## src/logic/rlf_pkg.sv

```systemverilog
// Shared constants and checksum function for the real-time link framing
package rlf_pkg;

  // ****************************************
  // Line rates and word sizes
  // ****************************************
  localparam int LINE_RATE_LO_MBPS   = 11200;
  localparam int LINE_RATE_HI_MBPS   = 12800;
  localparam int WORD_BITS_LO        = 224;
  localparam int WORD_BITS_HI        = 256;
  localparam logic [5:0] NBYTES_LO   = 6'(WORD_BITS_LO / 8);
  localparam logic [5:0] NBYTES_HI   = 6'(WORD_BITS_HI / 8);
  localparam int TRIG_OPT_RATE_MBPS   = 6400;
  localparam int TRIG_SPARE_RATE_MBPS = 12800;
  localparam int TRIG_ELEC_RATE_MBPS  = 80;
  localparam logic [5:0] TRIG_NBYTES  = 6'h10;
  localparam int TRIG_BITS            = 16;

  // ****************************************
  // Byte positions and control symbols
  // ****************************************
  localparam int POS_COMMA          = 0;
  localparam int POS_XING_LO        = 1;
  localparam int POS_XING_HI        = 2;
  localparam int POS_PAYLOAD        = 3;
  localparam int POS_TRIG_RESULT    = 3;
  localparam int POS_TRIG_OVERFLOW  = 5;
  localparam logic [7:0] SYM_COMMA  = 8'hBC;
  localparam logic [7:0] SYM_FILL   = 8'h3C;

  // ****************************************
  // Timing
  // ****************************************
  localparam int CLK_PERIOD_PS      = 10000;
  localparam int XING_PERIOD_PS       = 24950;
  localparam int HALF_XING_CYCLES_RAW = XING_PERIOD_PS / (2 * CLK_PERIOD_PS);
  localparam logic [1:0] HALF_XING_CYCLES =
    2'((HALF_XING_CYCLES_RAW < 1) ? 1 : HALF_XING_CYCLES_RAW);
  localparam logic [3:0] STARTUP_WORDS = 4'h8;
  localparam logic [3:0] LOCK_WORDS    = 4'h4;

  // ****************************************
  // Reset values and CRC
  // ****************************************
  localparam logic [11:0] XING_RESET = 12'h000;
  localparam logic [15:0] CRC_INIT  = 16'hFFFF;
  localparam logic [15:0] CRC_POLY  = 16'h1021;

  // CRC over bytes 1 .. nbytes-3 of a word
  function automatic logic [15:0] rlf_crc16(input logic [255:0] w,
                                            input logic [5:0]   nbytes);
    logic [15:0] c;
    c = CRC_INIT;
    for (int i = 1; i < 32; i++) begin
      if (i < int'(nbytes) - 2) begin
        for (int b = 7; b >= 0; b--) begin
          if (c[15] ^ w[8*i+b]) begin
            c = {c[14:0], 1'b0} ^ CRC_POLY;
          end else begin
            c = {c[14:0], 1'b0};
          end
        end
      end
    end
    return c;
  endfunction

endpackage

```

## src/logic/rlf_link_if.sv

```systemverilog
// Parallel word view of one real-time input link
`timescale 1ns/1ps
interface rlf_link_if;
  logic [255:0] data;
  logic [31:0]  kflag;
  logic         valid;
  logic         rate_high;

  modport src (output data, output kflag, output valid, output rate_high);
  modport dst (input data, input kflag, input valid, input rate_high);
endinterface

```

## src/logic/rlf_receiver.sv

```systemverilog
// Device end: input link checking and output towards the central trigger unit
// Overview of operation
// - Input links 8b/10b at 11.2/12.8 Gb/s
// - Word is 224 or 256 bits
// - Sender adds CRC, receiver checks it
// - Commas at startup, fill symbol 0x3C replacing empty 0x00
// - Commas only at fixed unique byte positions
// - Bunch count embedded, used for alignment, monitoring
// - Electrical output: raw 80 Mb/s bits
// - Optical output: CRC, comma, bunch count
// - Optical 6.4 Gb/s, spares 12.8, bunch-synchronous
// - Both rates supported, never mixed per quad
// - Real-time logic timed by 40.079 MHz bunch clock
// - Bunch crossing period taken as 24.95 ns
`timescale 1ns/1ps
module rlf_receiver
  import rlf_pkg::*;
(
  // Clock and reset
  input  wire logic         i_clk,
  input  wire logic         i_resetn,
  // Timing and configuration
  input  wire logic         i_bunch_clk,
  input  wire logic         i_quad_rate_high,
  input  wire logic         i_err_clear,
  // Link
  rlf_link_if.dst           link,
  // Received data and status
  output logic [255:0]      o_payload,
  output logic              o_payload_valid,
  output logic              o_locked,
  output logic [11:0]       o_xing_offset,
  output logic              o_crc_err,
  output logic              o_comma_err,
  output logic              o_rate_err,
  output logic              o_xing_err,
  // Trigger results towards central trigger unit
  input  wire logic [15:0]  i_result,
  input  wire logic [15:0]  i_overflow,
  output logic [15:0]       o_trig_elec,
  output logic [127:0]      o_trig_opt_data,
  output logic [15:0]       o_trig_opt_k,
  output logic              o_trig_opt_valid
);
  import rlf_pkg::*;

  typedef struct packed {
    logic         s1;
    logic         s2;
    logic         sp;
    logic [11:0]  xing;
    logic [3:0]   good;
    logic         locked;
    logic [11:0]  off;
    logic         crc_err;
    logic         comma_err;
    logic         rate_err;
    logic         xing_err;
    logic [255:0] pay;
    logic         pay_v;
    logic [1:0]   half;
    logic [15:0]  elec;
    logic [127:0] opt;
    logic [15:0]  optk;
    logic         opt_v;
  } rlf_rx_t;

  rlf_rx_t      st;
  rlf_rx_t      next_st;
  logic [255:0] dec;
  logic [255:0] ow;
  logic [5:0]   nb;
  logic [15:0]  crc;
  logic [15:0]  ocrc;
  logic [11:0]  rx_xing;
  logic [11:0]  diff;
  logic         idle;
  logic         stray;
  logic         word_ok;
  logic         crossing;

  // ****************************************
  // Next state
  // ****************************************
  always_comb begin
    next_st       = st;
    next_st.s1    = i_bunch_clk;
    next_st.s2    = st.s1;
    next_st.sp    = st.s2;
    next_st.pay_v = 1'b0;
    next_st.opt_v = 1'b0;
    crossing      = st.s2 && !st.sp;
    nb            = i_quad_rate_high ? NBYTES_HI : NBYTES_LO;
    dec           = link.data;
    idle          = (link.kflag == '1) && (link.data == {32{SYM_COMMA}});
    stray         = 1'b0;
    for (int i = 1; i < 32; i++) begin
      if (link.kflag[i] && link.data[8*i+:8] == SYM_FILL) begin
        dec[8*i+:8] = 8'h00;
      end
      if (i < int'(nb) && link.kflag[i] && link.data[8*i+:8] == SYM_COMMA) begin
        stray = 1'b1;
      end
    end
    crc     = rlf_crc16(dec, nb);
    word_ok = link.kflag[POS_COMMA] && link.data[8*POS_COMMA+:8] == SYM_COMMA
              && !stray && crc == {dec[8*(int'(nb)-2)+:8], dec[8*(int'(nb)-1)+:8]};
    rx_xing = {dec[8*POS_XING_HI+:4], dec[8*POS_XING_LO+:8]};
    diff    = rx_xing - st.xing;

    if (crossing) begin
      next_st.xing = st.xing + 12'h001;
    end

    if (i_err_clear) begin
      next_st.crc_err   = 1'b0;
      next_st.comma_err = 1'b0;
      next_st.rate_err  = 1'b0;
      next_st.xing_err  = 1'b0;
    end

    if (link.valid && !idle) begin
      if (link.rate_high != i_quad_rate_high) begin
        next_st.rate_err = 1'b1;
        next_st.locked   = 1'b0;
        next_st.good     = 4'h0;
      end else if (word_ok) begin
        next_st.pay   = '0;
        for (int i = POS_PAYLOAD; i < 32; i++) begin
          if (i < int'(nb) - 2) begin
            next_st.pay[8*(i-POS_PAYLOAD)+:8] = dec[8*i+:8];
          end
        end
        next_st.pay_v = st.locked;
        if (!st.locked) begin
          next_st.good = st.good + 4'h1;
          if (st.good + 4'h1 == LOCK_WORDS) begin
            next_st.locked = 1'b1;
            next_st.off    = diff;
          end
        end else if (diff != st.off) begin
          next_st.xing_err = 1'b1;
        end
      end else begin
        next_st.crc_err   = next_st.crc_err | !stray;
        next_st.comma_err = next_st.comma_err | stray;
        next_st.locked    = 1'b0;
        next_st.good      = 4'h0;
      end
    end

    ow   = '0;
    ocrc = '0;
    if (crossing) begin
      next_st.elec = i_result;
      next_st.half = HALF_XING_CYCLES;
      ow[8*POS_COMMA+:8]          = SYM_COMMA;
      ow[8*POS_XING_LO+:8]        = st.xing[7:0];
      ow[8*POS_XING_HI+:8]        = {4'h0, st.xing[11:8]};
      ow[8*POS_TRIG_RESULT+:16]   = i_result;
      ow[8*POS_TRIG_OVERFLOW+:16] = i_overflow;
      ocrc                        = rlf_crc16(ow, TRIG_NBYTES);
      ow[8*(int'(TRIG_NBYTES)-2)+:16] = {ocrc[7:0], ocrc[15:8]};
      next_st.opt                 = ow[127:0];
      next_st.optk                = 16'h0001;
      next_st.opt_v               = 1'b1;
    end else if (st.half != 2'h0) begin
      next_st.half = st.half - 2'h1;
      if (st.half == 2'h1) begin
        next_st.elec = i_overflow;
      end
    end
  end

  always_ff @(posedge i_clk) begin
    if (!i_resetn) begin
      st    <= '0;
      st.xing <= XING_RESET;
    end else begin
      st <= next_st;
    end
  end

  // ****************************************
  // Outputs
  // ****************************************
  assign o_payload       = st.pay;
  assign o_payload_valid = st.pay_v;
  assign o_locked        = st.locked;
  assign o_xing_offset    = st.off;
  assign o_crc_err        = st.crc_err;
  assign o_comma_err      = st.comma_err;
  assign o_rate_err       = st.rate_err;
  assign o_xing_err       = st.xing_err;
  assign o_trig_elec      = st.elec;
  assign o_trig_opt_data  = st.opt;
  assign o_trig_opt_k     = st.optk;
  assign o_trig_opt_valid = st.opt_v;

endmodule

```

## src/flat_wrapper.sv

```systemverilog
// flat-port wrapper written by rule: the top's interface ports become plain ports
module rlf_receiver_flat import rlf_pkg::*;
  (i_clk, i_resetn, i_bunch_clk, i_quad_rate_high, i_err_clear, o_payload, o_payload_valid, o_locked, o_xing_offset, o_crc_err, o_comma_err, o_rate_err, o_xing_err, i_result, i_overflow, o_trig_elec, o_trig_opt_data, o_trig_opt_k, o_trig_opt_valid, link_data, link_kflag, link_valid, link_rate_high);
  rlf_link_if link_i ();
  input  wire logic i_clk;
  input  wire logic i_resetn;
  input  wire logic i_bunch_clk;
  input  wire logic i_quad_rate_high;
  input  wire logic i_err_clear;
  output logic [255:0] o_payload;
  output logic o_payload_valid;
  output logic o_locked;
  output logic [11:0] o_xing_offset;
  output logic o_crc_err;
  output logic o_comma_err;
  output logic o_rate_err;
  output logic o_xing_err;
  input  wire logic [15:0] i_result;
  input  wire logic [15:0] i_overflow;
  output logic [15:0] o_trig_elec;
  output logic [127:0] o_trig_opt_data;
  output logic [15:0] o_trig_opt_k;
  output logic o_trig_opt_valid;
  input wire logic [$bits(link_i.data)-1:0] link_data;
  input wire logic [$bits(link_i.kflag)-1:0] link_kflag;
  input wire logic [$bits(link_i.valid)-1:0] link_valid;
  input wire logic [$bits(link_i.rate_high)-1:0] link_rate_high;
  assign link_i.data = link_data;
  assign link_i.kflag = link_kflag;
  assign link_i.valid = link_valid;
  assign link_i.rate_high = link_rate_high;
  rlf_receiver u_core (.i_clk(i_clk), .i_resetn(i_resetn), .i_bunch_clk(i_bunch_clk), .i_quad_rate_high(i_quad_rate_high), .i_err_clear(i_err_clear), .link(link_i), .o_payload(o_payload), .o_payload_valid(o_payload_valid), .o_locked(o_locked), .o_xing_offset(o_xing_offset), .o_crc_err(o_crc_err), .o_comma_err(o_comma_err), .o_rate_err(o_rate_err), .o_xing_err(o_xing_err), .i_result(i_result), .i_overflow(i_overflow), .o_trig_elec(o_trig_elec), .o_trig_opt_data(o_trig_opt_data), .o_trig_opt_k(o_trig_opt_k), .o_trig_opt_valid(o_trig_opt_valid));
endmodule
```

## config.mk

```make
export PLATFORM = sky130hd
export DESIGN_NAME = rlf_receiver_flat
export DESIGN_NICKNAME = d
export VERILOG_FILES = /design/src/logic/rlf_pkg.sv /design/src/logic/rlf_link_if.sv /design/src/logic/rlf_receiver.sv /design/src/flat_wrapper.sv
export SDC_FILE = /design/constraint.sdc
export NUM_CORES = 1
export LEC_CHECK = 0
export BUFFER_PORTS_ARGS = -buffer_cell sky130_fd_sc_hd__buf_2
export CAP_MARGIN = 0
export CELL_PAD_IN_SITES_DETAIL_PLACEMENT = 1
export CELL_PAD_IN_SITES_GLOBAL_PLACEMENT = 1
export CORE_AREA = 2 2 297 299
export CTS_CLUSTER_DIAMETER = 40
export DETAILED_ROUTE_END_ITERATION = 10
export DIE_AREA = 0 0 299 301
export HOLD_SLACK_MARGIN = 0.06
export PLACE_DENSITY_LB_ADDON = 0.1
export REMOVE_ABC_BUFFERS = 1
export SLEW_MARGIN = 5
export SYNTH_ARGS = -nofsm -noshare
export SYNTH_HDL_FRONTEND = slang
export SYNTH_SLANG_ARGS = --single-unit
```

## constraint.sdc

```tcl
create_clock -name i_clk -period 22.3 [get_ports i_clk]
set_input_delay 3.345 -clock i_clk [delete_from_list [all_inputs] [get_ports i_clk]]
set_output_delay 3.345 -clock i_clk [all_outputs]
set_load 0.005 [all_outputs]
```

==> results of run 1 <==
cells in the final DEF (no fill, tap or decap), drive strengths merged, types with 17 or more instances in the layout:
master / instances
buf: 653
clkinv: 30
nand2b: 42
o21ai: 20
a21oi: 35
xor3: 37
nor2b: 184
a21boi: 79
nor4: 34
and2: 103
inv: 106
nand4b: 27
clkbuf: 97
nand3: 51
nand4: 17
nor2: 49
conb: 118
xor2: 238
nand2: 238
xnor3: 201
dfxtp: 333
mux2i: 213
xnor2: 598
layout make-up:
class / instances / share of cell area, %
Multi-Input combinational cell: 2484 / 60.5
Clock inverter: 53 / 1.62
Timing Repair Buffer: 654 / 9.03
Sequential cell: 333 / 18.0
Inverter: 101 / 1.02
Clock buffer: 96 / 5.90
Tap cell: 1155 / 3.90
Antenna cell: 6 / 0.0405
per-layer routing:
metal  wire length (microns)  vias to the layer above
li1                        -                    11200
met1                   46000                    11600
met2                   56100                      634
met3                    6310                      163
met4                    3140                        4
met5                      23                        -
sequential cells by signal, summed over array words and instances (netlist names), 2 cells and up:
name                    count
u_core.o_trig_opt_data     61
u_core.o_payload          216
u_core.o_xing_offset       12
u_core.next_st              2
u_core.st                  19
u_core.o_trig_elec         16
worst max-delay path: cells and delay by family:
family	cells	cell delay, ns
AOI/OAI and AO/OA	6	1.94
xor gates and xnor gates	30	12.29
buffers and inverters	2	0.73
and+or+nand+nor	3	1.12
muxes	1	0.30
final timing paths:
kind | start | to | slack, ns
max | link_data[14] | u_core.o_payload[105] | 2.56
min | u_core.next_st[454] | u_core.next_st[453] | 0.43
max reg2reg | u_core.st[442] | u_core.o_trig_opt_data[125] | 15.95
min reg2reg | u_core.next_st[454] | u_core.next_st[453] | 0.43
cells by family (layout without fill, tap and decap cells):
family,after synthesis,in the layout,share of synthesized area [%]
DFF,333,333,20.2
AOI/OAI and AO/OA,234,234,5.42
other,1,124,0.0114
muxes,219,219,6.73
and+or+nand+nor,822,822,13.8
xor gates and xnor gates,1074,1074,40.1
buffers and inverters,664,904,13.1
adders and majority gates,17,17,0.669
stage by stage:
| step | worst slack (ns) | utilization [%] |
|---|---|---|
| 6_report | 2.56 | 42.8 |
| 5_1_grt | 1.83 | 42.8 |
| 4_1_cts | 2.68 | 42.8 |
| 3_5_place_dp | 2.06 | 39.6 |
| 3_3_place_gp | 2.33 | 39.6 |
| 2_1_floorplan | -26.82 | - |
==> results summary, run 1 <==
The run finished with clean final reports. The final count of hold timing violations came out at 0. The total number of H-tree levels came out at 3.

The sequential standard cell area came out at ~6700 sq um. The shortest clock period the worst path allows after layout is 19.74 ns. The overall die area came out at between 80000 and 90000 sq um.

The clock net sink count came out at approximately 330. The most numerous cell type found on the critical path is sky130_fd_sc_hd__xnor3_1. The final net count is 4000. For this run, design rule violations remaining after detail routing come to 0. The number of cells in the design after placement came out at 4727. The sequential cell area fraction in the yosys report is 20.2%. The max-cap violation count came out at 0. The synthesized area per cell came out at slightly below 10 sq um.

The insertion delay to the later sink of the worst-skew pair came out at between 0.6 and 0.7 ns. The starting utilization of the core area came out at 38.1%. The proportion of layout cells with a drive suffix above 1 is a little under a quarter. The normalized max-slew margin came out at about 12%. The area growth from synthesis to layout came out at 12.5%. The area of combinational cells with multiple inputs came out at between 20000 and 25000 sq um. Clock-pin slew was measured on the worst setup and hold paths at roughly 0.050 ns. The number of global-route vias before repair is between 20000 and 30000. The final weighted congestion of routability-driven global placement came out at between 0.8 and 0.9.

The detailed-route via count is ~24000. Once placement finished, the instance area stood at 34200 sq um. The detail route stage leaves a number of antenna-violating nets equal to 0.

The number of buffers inserted by port buffering came out at between 600 and 700. The path class of the tightest hold or removal check is flop to flop. STA classifies the critical path startpoint as an input port. The number of synthesized register bits is roughly 330. The first routing iteration left about 1100 violations.

By area the synthesized netlist is led by sky130_fd_sc_hd__dfxtp_1 20%, sky130_fd_sc_hd__xnor2_1 15%, sky130_fd_sc_hd__xnor3_1 13%, sky130_fd_sc_hd__buf_4 10%, sky130_fd_sc_hd__mux2i_1 6.4%. The horizontal die dimension is between 200 and 300 microns. For this run, the leading register cell type out of synthesis is sky130_fd_sc_hd__dfxtp_1. After synthesis, the most frequently instantiated cells are 561 x sky130_fd_sc_hd__xnor2_1, 438 x sky130_fd_sc_hd__buf_4, 333 x sky130_fd_sc_hd__dfxtp_1, 238 x sky130_fd_sc_hd__nand2_1, 224 x sky130_fd_sc_hd__xor2_1. The post-cts resize count is 0.

The final cycle utilization of the critical path is 88.5%. The layout has ~10000 filler cells. The routed via count divided by cell count is approximately 4.8.

The minimum hold slack is 0.432 ns. After global routing the overflow that remains totals 0. Setup violations remaining at the end of the flow were counted as 0.

The global routing stage identified its most utilized layer as met2. The worst-margin pin slew came out at approximately 1.3 ns. The y dimension of the die is 301 microns. The number of distinct library cells after synthesis came out at 92. In this run the deepest clock path goes through 3 buffers. The critical path is of the input port to flop type. The required arrival time at the worst endpoint came out at ~23 ns. The met1 global-route usage came out at between 20 and 30%. The sum of negative setup slack came out at 0 ns.

The biggest area contributor in the post-synthesis netlist is sky130_fd_sc_hd__dfxtp_1. The cell count after synthesis came out at 3364. The met3 usage in global routing is a little over 5%. Yosys printed 0 warnings.

Derived from the worst setup path, the maximum achievable clock frequency is about 51 MHz. Global routing consumed, on the met2 layer, between 40% and 50% of the routing resources. Measured in cells, the most critical reg-to-reg path has a length of 20.

The final cell count without fillers came out at ~4900. The cell area after synthesis came out at around 33000 sq um. In this run the count of I/O pins placed on the die edge is 762.

The final worst clock skew came out at 0.0488 ns. By instance count, the leading cell after synthesis is sky130_fd_sc_hd__xnor2_1. Dividing the detail-routed wire length by the instance count gives between 20 and 25 microns. Summed over its instances, the top area cell type makes up 20.2% of the synthesized netlist area.

The count of flip-flops with a built-in enable after synthesis came out at 0. The initialized floorplan defines between 100 and 150 standard-cell rows. The count of cells along the worst hold path is 1. The final instance area is 37000 sq um. The count of final max-slew check failures came out at 0. The maximum number of pins on one net before global-route repair is approximately 220.

TritonCTS built the clock tree. The number of antenna violations at the first check in global routing came out at 12. Clock tree synthesis selected as its root buffer the cell sky130_fd_sc_hd__clkbuf_16.

The worst setup path is captured at a flop. In this run the worst path has a maximum fanout of 135. The detailed placement HPWL is roughly 90000 microns. Clock tree synthesis inserted a total of between 80 and 90 buffers. The area of the core region came out at about 86000 sq um. The global-route usage over all layers is about a quarter. The number of detailed-route iterations in the first pass is 5. The total detailed-routing wirelength came out at 112000 microns. The critical-path cell with the highest stage delay is sky130_fd_sc_hd__nor4_2. The number of hold-repair buffers added at the cts stage is 0. Setup repair after global routing left no endpoint under its margin. Counting flops with an async set or reset pin after synthesis yields a share of 0%.

The worst path arrival time came out at roughly 20 ns. The wire length of the first global-routing pass is between 150000 and 200000 microns. For this run, the slowest stage of the critical path takes 0.70 ns. Once the clock tree was built, the setup fixing pass inserted 0 buffers.
Power of run 1 is left out: the tool's default activity adds up to more than one toggle a clock period on the data nets, which glitch-free logic cannot reach.
==> run 2: changes to the inputs <==
--- a/config.mk
+++ b/config.mk
@@ -9,10 +9,10 @@
 export CAP_MARGIN = 0
 export CELL_PAD_IN_SITES_DETAIL_PLACEMENT = 1
 export CELL_PAD_IN_SITES_GLOBAL_PLACEMENT = 1
-export CORE_AREA = 2 2 297 299
+export CORE_MARGIN = 1.5
+export CORE_UTILIZATION = 35
 export CTS_CLUSTER_DIAMETER = 40
 export DETAILED_ROUTE_END_ITERATION = 10
-export DIE_AREA = 0 0 299 301
 export HOLD_SLACK_MARGIN = 0.06
 export PLACE_DENSITY_LB_ADDON = 0.1
 export REMOVE_ABC_BUFFERS = 1
==> run 2 against run 1 <==
  * Critical path depth stayed put
  * Non-clock buffer count is 3 higher
  * Clock-buffer cell count is 11 higher
  * Critical path type unchanged
==> results summary, run 2 (synthesis results as in run 1) <==
The flow ran to the end, and the final reports show no timing, DRC or antenna violations. The DRC violations left came out at 0 (unchanged). The number of cells in the design after placement came out at 4829 (+2.2%).

The max-cap violation count is 0 (unchanged). The proportion of layout cells with a drive suffix above 1 came out at 23.9% (+0.13 points). The worst path arrival time is 20.07 ns (-0.18 ns). The insertion delay to the later sink of the worst-skew pair came out at 0.65 ns (about the same).

The overall die area came to 95900 sq um (+6.6%). Setup repair after global routing left no endpoint under its margin. The worst register-to-register path ends at u_core.o_trig_opt_data[125].

The count of cells along the worst hold path is 1 (unchanged). STA classifies the critical path startpoint as an input port. The path with the worst hold slack has its endpoint at u_core.next_st[453].

The top cell types in the final layout, fill and taps aside, are 642 x sky130_fd_sc_hd__buf_2, 561 x sky130_fd_sc_hd__xnor2_1, 333 x sky130_fd_sc_hd__dfxtp_1, 238 x sky130_fd_sc_hd__nand2_1, 224 x sky130_fd_sc_hd__xor2_1. The routed via count divided by cell count came out at 4.64 (-3.7%). The clock net sink count is 333 (unchanged).

The utilization of the core after routing came out at 40.1% (-2.8 points). The worst-margin pin slew came out at 0.933 ns (-0.381 ns). The detailed placement HPWL is 89300 microns (-1.2%).

The startpoint identified for the worst hold timing path is u_core.next_st[454]. The shortest clock period the worst path allows after layout came out at 19.54 ns (-0.201 ns). The count of final max-slew check failures is 0 (unchanged).

The final cell count without fillers is 4987 (+2.2%). For this design, the slowest cell found on the critical path is sky130_fd_sc_hd__nor4_2. Broken down by cell family, the worst path's largest delay share belongs to XOR/XNOR gates. The buffer type at the clock tree root is sky130_fd_sc_hd__clkbuf_16. The required arrival time at the worst endpoint is 22.84 ns (+0.03 ns).

The number of detailed-route iterations in the first pass came out at 6 (+1). The y dimension of the die came out at 310 microns (+2.9%). The overall overflow remaining after global route was 0 (unchanged). The maximum clock rate is 51.2 MHz (+1.0%). The number of global-route vias before repair came out at 24000 (-5.5%).

The final cycle utilization of the critical path is 87.6% (-0.90 points). The worst min-delay path class is flop to flop. The worst setup path is captured at a flop. The library cell appearing most often on the critical path is sky130_fd_sc_hd__xnor3_1. The normalized max-slew margin is 37.8% (+25 points). The global-route usage over all layers came to 22.3% (-1.8 points).

The critical path in this run is classified as input port to flop. TritonCTS built the clock tree. The detailed-route via count is 23200 (-1.6%).

The detailed router's first-iteration violation count came out at 894 (-16%). The minimum hold slack came out at 0.434 ns (+0.00265 ns). The total detailed-routing wirelength is 110000 microns (-1.2%). The horizontal die dimension is 310 microns (+3.6%).

The post-cts resize count is 0 (unchanged). The launch point of the worst reg-to-reg path is u_core.st[442]. The setup fix buffers added after clock tree synthesis came out at 0 (unchanged). The remaining antenna violation count after routing was 0 (unchanged). The top fanout value on the critical path came out at 112 (-17%). The minimum setup slack after placement is 2.13 ns (+0.0710 ns). The area of the core region is 93300 sq um (+7.9%). The setup slack after layout is 2.76 ns (+0.201 ns). The final weighted congestion of routability-driven global placement is 0.845 (-3.2%). The number of hold-repair buffers added at the cts stage is 0 (unchanged). The starting utilization of the core area is 35.3% (-2.8 points).

The wire length of the first global-routing pass is 160000 microns (-2.8%). The number of buffers inserted by port buffering is 643 (unchanged). The total number of H-tree levels came out at 3 (unchanged).

The final-report setup violation count is 0 (unchanged). The maximum number of pins on one net before global-route repair came out at 113 (-47%). The area growth from synthesis to layout came out at 13.5%. The flip-flop count of the largest register after layout was 216 (unchanged). The number of CTS-inserted buffers was 85 (+3.7%). The post-detailed-route wirelength per cell came to 22.1 microns (-3.3%). The final worst clock skew is 0.0166 ns (-0.0322 ns). The delay of the slowest cell on the worst path is 0.82 ns (+0.12 ns). The buffer and inverter count on the worst path is 2 (unchanged). The total I/O pin count is 762 (unchanged). The row count came to 112 (+3.7%). The number of antenna violations at the first check in global routing was 13 (+1). The number of buffers between clock root and the deepest sink is 3 (unchanged). The number of cell instances on the worst register-to-register path is 20 (unchanged).

The final count of hold timing violations was 0 (unchanged). The final net count came out at 4006 (+0.15%). The leading cell type in the layout, fill and taps excluded is sky130_fd_sc_hd__buf_2. The worst reg-to-reg setup slack came out at 16.05 ns (+0.10 ns).

The clock slew seen by the registers of the worst setup and hold paths is 0.04 ns (about the same).
## run 2: cell count changes in the layout (fill, tap and decap cells not counted), moves of 2 or more
cell,before,now
sky130_fd_sc_hd__diode_2,6,3
sky130_fd_sc_hd__clkbuf_16,83,86
sky130_fd_sc_hd__clkinv_4,7,4
sky130_fd_sc_hd__buf_4,8,11
sky130_fd_sc_hd__clkinv_16,2,0
sky130_fd_sc_hd__bufinv_16,8,11
sky130_fd_sc_hd__inv_6,5,2
sky130_fd_sc_hd__clkinv_8,0,3
sky130_fd_sc_hd__clkbuf_8,7,13
sky130_fd_sc_hd__clkinv_2,20,17
## run 2: layout make-up
cell class	instances	area, sq um
repair buffers	657	3370
fillers	10700	55900
multi-input cells	2484	22400
flip-flops and latches	333	6670
inverters	101	379
diodes	3	7.51
well taps	1254	1570
clock inverters	48	624
clock buffers	107	2360
## run 2: worst max path at each step
| stage | from | to | slack [ns] | cells after the start |
|---|---|---|---|---|
| floorplan | link_data[17] | u_core.st[439] | -26.82 | 40 |
| global placement | link_data[14] | u_core.o_payload[116] | 2.31 | 42 |
| detailed placement | link_data[14] | u_core.o_payload[164] | 2.13 | 42 |
| CTS | link_data[14] | u_core.o_payload[149] | 2.75 | 42 |
| global route | link_data[14] | u_core.o_payload[150] | 1.94 | 41 |
| finish | link_data[14] | u_core.o_payload[114] | 2.76 | 42 |
## run 2: stage by stage
step | cell area [sq um] | TNS [ns]
after global routing | 37400 | 0
after floorplan | 29400 | -6104.97
after CTS | 37400 | 0
after detailed placement | 34400 | 0
final | 37400 | 0
after global placement | 34400 | 0
## run 2: routing by layer
layer | routed length (microns) | part of all wire, % | GRT usage (%)
met2 | 53700 | 49 | 38.2
met4 | 2060 | 1.9 | 5.07
met1 | 48000 | 44 | 28.1
met5 | 71 | 0.064 | 0
met3 | 6460 | 5.9 | 5.39
Power of run 2 is left out for the same reason.
==> run 3: changes to the inputs <==
--- a/config.mk
+++ b/config.mk
@@ -9,10 +9,11 @@
 export CAP_MARGIN = 0
 export CELL_PAD_IN_SITES_DETAIL_PLACEMENT = 1
 export CELL_PAD_IN_SITES_GLOBAL_PLACEMENT = 1
-export CORE_MARGIN = 1.5
-export CORE_UTILIZATION = 35
+export CORE_AREA = 2 2 297 299
+export CTS_BUF_LIST = sky130_fd_sc_hd__clkbuf_4 sky130_fd_sc_hd__clkbuf_8
 export CTS_CLUSTER_DIAMETER = 40
 export DETAILED_ROUTE_END_ITERATION = 10
+export DIE_AREA = 0 0 299 301
 export HOLD_SLACK_MARGIN = 0.06
 export PLACE_DENSITY_LB_ADDON = 0.1
 export REMOVE_ABC_BUFFERS = 1
==> run 3 against run 2 <==
  * Via count grew 1.3%
  * Maximum frequency shrank 0.23%
  * Hold slack gained 0.0017 ns
  * Clock skew grew 0.017 ns
  * Utilization grew 1.8 points
  * Die area shrank 6.2%
  * Design area shrank 3.3%
  * Non-clock buffer count shrank 3
  * Wire length grew 0.86%
  * Clock-buffer cell count grew 5
  * Global-route usage grew 1.6 points
  * Largest cell class unchanged
==> results summary, run 3 (synthesis results as in run 1) <==
The insertion delay to the later sink of the worst-skew pair was 0.71 ns (+0.06 ns). The row count came to 108 (-3.6%). The normalized max-slew margin came to 14.7% (-23 points). The delay of the slowest cell on the worst path was 0.70 ns (-0.12 ns). The number of cells in the design after placement came out at 4727 (-2.1%). The kind of capture point of the worst setup path is a flop. The worst-margin pin slew came out at 1.28 ns (+0.346 ns).

The critical path is of the input port to flop type. The post-cts resize count is 0 (unchanged). The DRC violations left is 0 (unchanged).

The total routed wire length on the met1 layer came out at 46300 microns (-3.5%). The overall overflow remaining after global route was 0 (unchanged). The setup fix buffers added after clock tree synthesis is 0 (unchanged). The clock net sink count came out at 333 (unchanged).

The worst hold path terminates at u_core.next_st[453]. The count of final max-slew check failures is 0 (unchanged). The maximum number of pins on one net before global-route repair came out at 215 (+90%).

The met2 wirelength from detailed routing came out at 55800 microns (+3.9%). The wire length on met3 is 6160 microns (-4.7%). The post-detailed-route wirelength per cell is 22.8 microns (+3.0%). The final-report setup violation count is 0 (unchanged). The worst register-to-register path ends at u_core.o_trig_opt_data[125]. The max-cap violation count is 0 (unchanged). The final net count is 4003 (-0.075%). The count of cells along the worst hold path came out at 1 (unchanged).

The worst reg-to-reg setup slack is 15.98 ns (-0.07 ns). The required arrival time at the worst endpoint is 22.90 ns (+0.06 ns). The final weighted congestion of routability-driven global placement came out at 0.873 (+3.4%). The detailed router's first-iteration violation count is 1056 (+18%). The library cells used most frequently in the layout, excluding fill and tap cells, are 642 x sky130_fd_sc_hd__buf_2, 561 x sky130_fd_sc_hd__xnor2_1, 333 x sky130_fd_sc_hd__dfxtp_1, 238 x sky130_fd_sc_hd__nand2_1, 224 x sky130_fd_sc_hd__xor2_1.

The number of buffers between clock root and the deepest sink is 3 (unchanged). The horizontal die dimension came out at 299 microns (-3.5%). The routed via count divided by cell count came out at 4.80 (+3.4%). The run finished with clean final reports. The worst path arrival time is 20.19 ns (+0.12 ns). The final count of hold timing violations is 0 (unchanged).

The minimum setup slack after placement is 2.06 ns (-0.0710 ns). The starting utilization of the core area was 38.1% (+2.8 points). The total I/O pin count is 762 (unchanged). The library cell appearing most often on the critical path is sky130_fd_sc_hd__xnor3_1. The wire length of the first global-routing pass came out at 163000 microns (+2.2%). The total detailed-routing wirelength is 111000 microns (+0.86%).

The total number of H-tree levels came out at 3 (unchanged). The flip-flop count of the largest register after layout came out at 216 (unchanged). The number of global-route vias before repair came to 25300 (+5.1%). The number of antenna violations at the first check in global routing is 11 (-2). The y dimension of the die was 301 microns (-2.8%). In this run the most critical hold path is launched from u_core.next_st[454]. TritonCTS built the clock tree. The maximum clock rate is 51.1 MHz (-0.23%). The number of hold-repair buffers added at the cts stage came out at 0 (unchanged). The number of buffers inserted by port buffering was 643 (unchanged). The global-route usage over all layers came to 23.9% (+1.6 points). The detailed-route via count was 23500 (+1.3%).

The final cycle utilization of the critical path was 87.8% (+0.20 points). The minimum hold slack was 0.436 ns (+0.00172 ns). The area growth from synthesis to layout is 9.81%. The number of CTS-inserted buffers came out at 85 (unchanged). The buffer type at the clock tree root is sky130_fd_sc_hd__clkbuf_8. The top fanout value on the critical path came to 135 (+21%).

Routed signal wires occupy layers up through met5. The area of the core region is 86500 sq um (-7.3%). The overall die area is 90000 sq um (-6.2%). The detailed placement HPWL came out at 90400 microns (+1.2%). The proportion of layout cells with a drive suffix above 1 is 24.1% (+0.14 points).

Setup repair after global routing left no endpoint under its margin. The worst min-delay path class is flop to flop. The remaining antenna violation count after routing is 0 (unchanged). The final cell count without fillers was 4884 (-2.1%). The kind of start point of the critical path is an input port. The shortest clock period the worst path allows after layout came to 19.58 ns (+0.0453 ns). In this run the critical register-to-register path is launched from u_core.st[442]. The number of detailed-route iterations in the first pass is 6 (unchanged). The number of cell instances on the worst register-to-register path is 20 (unchanged).

The leading cell type in the layout, fill and taps excluded is sky130_fd_sc_hd__buf_2. The critical-path cell with the highest stage delay is sky130_fd_sc_hd__nor4_2. The final worst clock skew was 0.0340 ns (+0.0175 ns). The setup slack after layout is 2.72 ns (-0.0453 ns). The clock slew seen by the registers of the worst setup and hold paths is 0.05 ns (about the same).
[run 3: cell type report]
cell class | count | area [sq um]
diodes | 4 | 10.0
clock buffers | 112 | 1450
clock inverters | 41 | 453
fillers | 10000 | 50300
inverters | 101 | 379
multi-input cells | 2484 | 22400
flip-flops and latches | 333 | 6670
well taps | 1155 | 1450
repair buffers | 654 | 3350
[run 3: worst max path at each step]
stage,start,to,slack (ns),depth (start not counted)
global placement,link_data[14],u_core.o_payload[77],2.33,42
finish,link_data[14],u_core.o_payload[106],2.72,42
CTS,link_data[14],u_core.o_payload[77],2.78,42
global route,link_data[14],u_core.o_payload[100],1.92,42
detailed placement,link_data[14],u_core.o_payload[44],2.06,42
floorplan,link_data[17],u_core.st[439],-26.82,40
[run 3: metal layers]
layer,global-route usage (%),vias to the layer above
met1,28.9,11500
met3,5.32,145
met4,6.95,2
li1,-,11200
met2,42.3,627
met5,0,-
[run 3: through the flow]
stage | utilization (%) | area, sq um | setup TNS [ns]
after CTS | 41.8 | 36100 | 0
final | 41.8 | 36200 | 0
after global placement | 39.6 | 34200 | 0
after floorplan | - | 29400 | -6104.97
after global routing | 41.8 | 36200 | 0
after detailed placement | 39.6 | 34200 | 0
[run 3: worst max-delay path, delay by kind of cell]
family / cells / cell delay, ns
AO/OA/AOI/OAI: 5 / 1.46
XOR/XNOR: 29 / 12.05
buffers and inverters: 2 / 0.74
AND/OR/NAND/NOR: 4 / 1.53
multiplexers: 2 / 0.55
Power of run 3 is left out for the same reason.
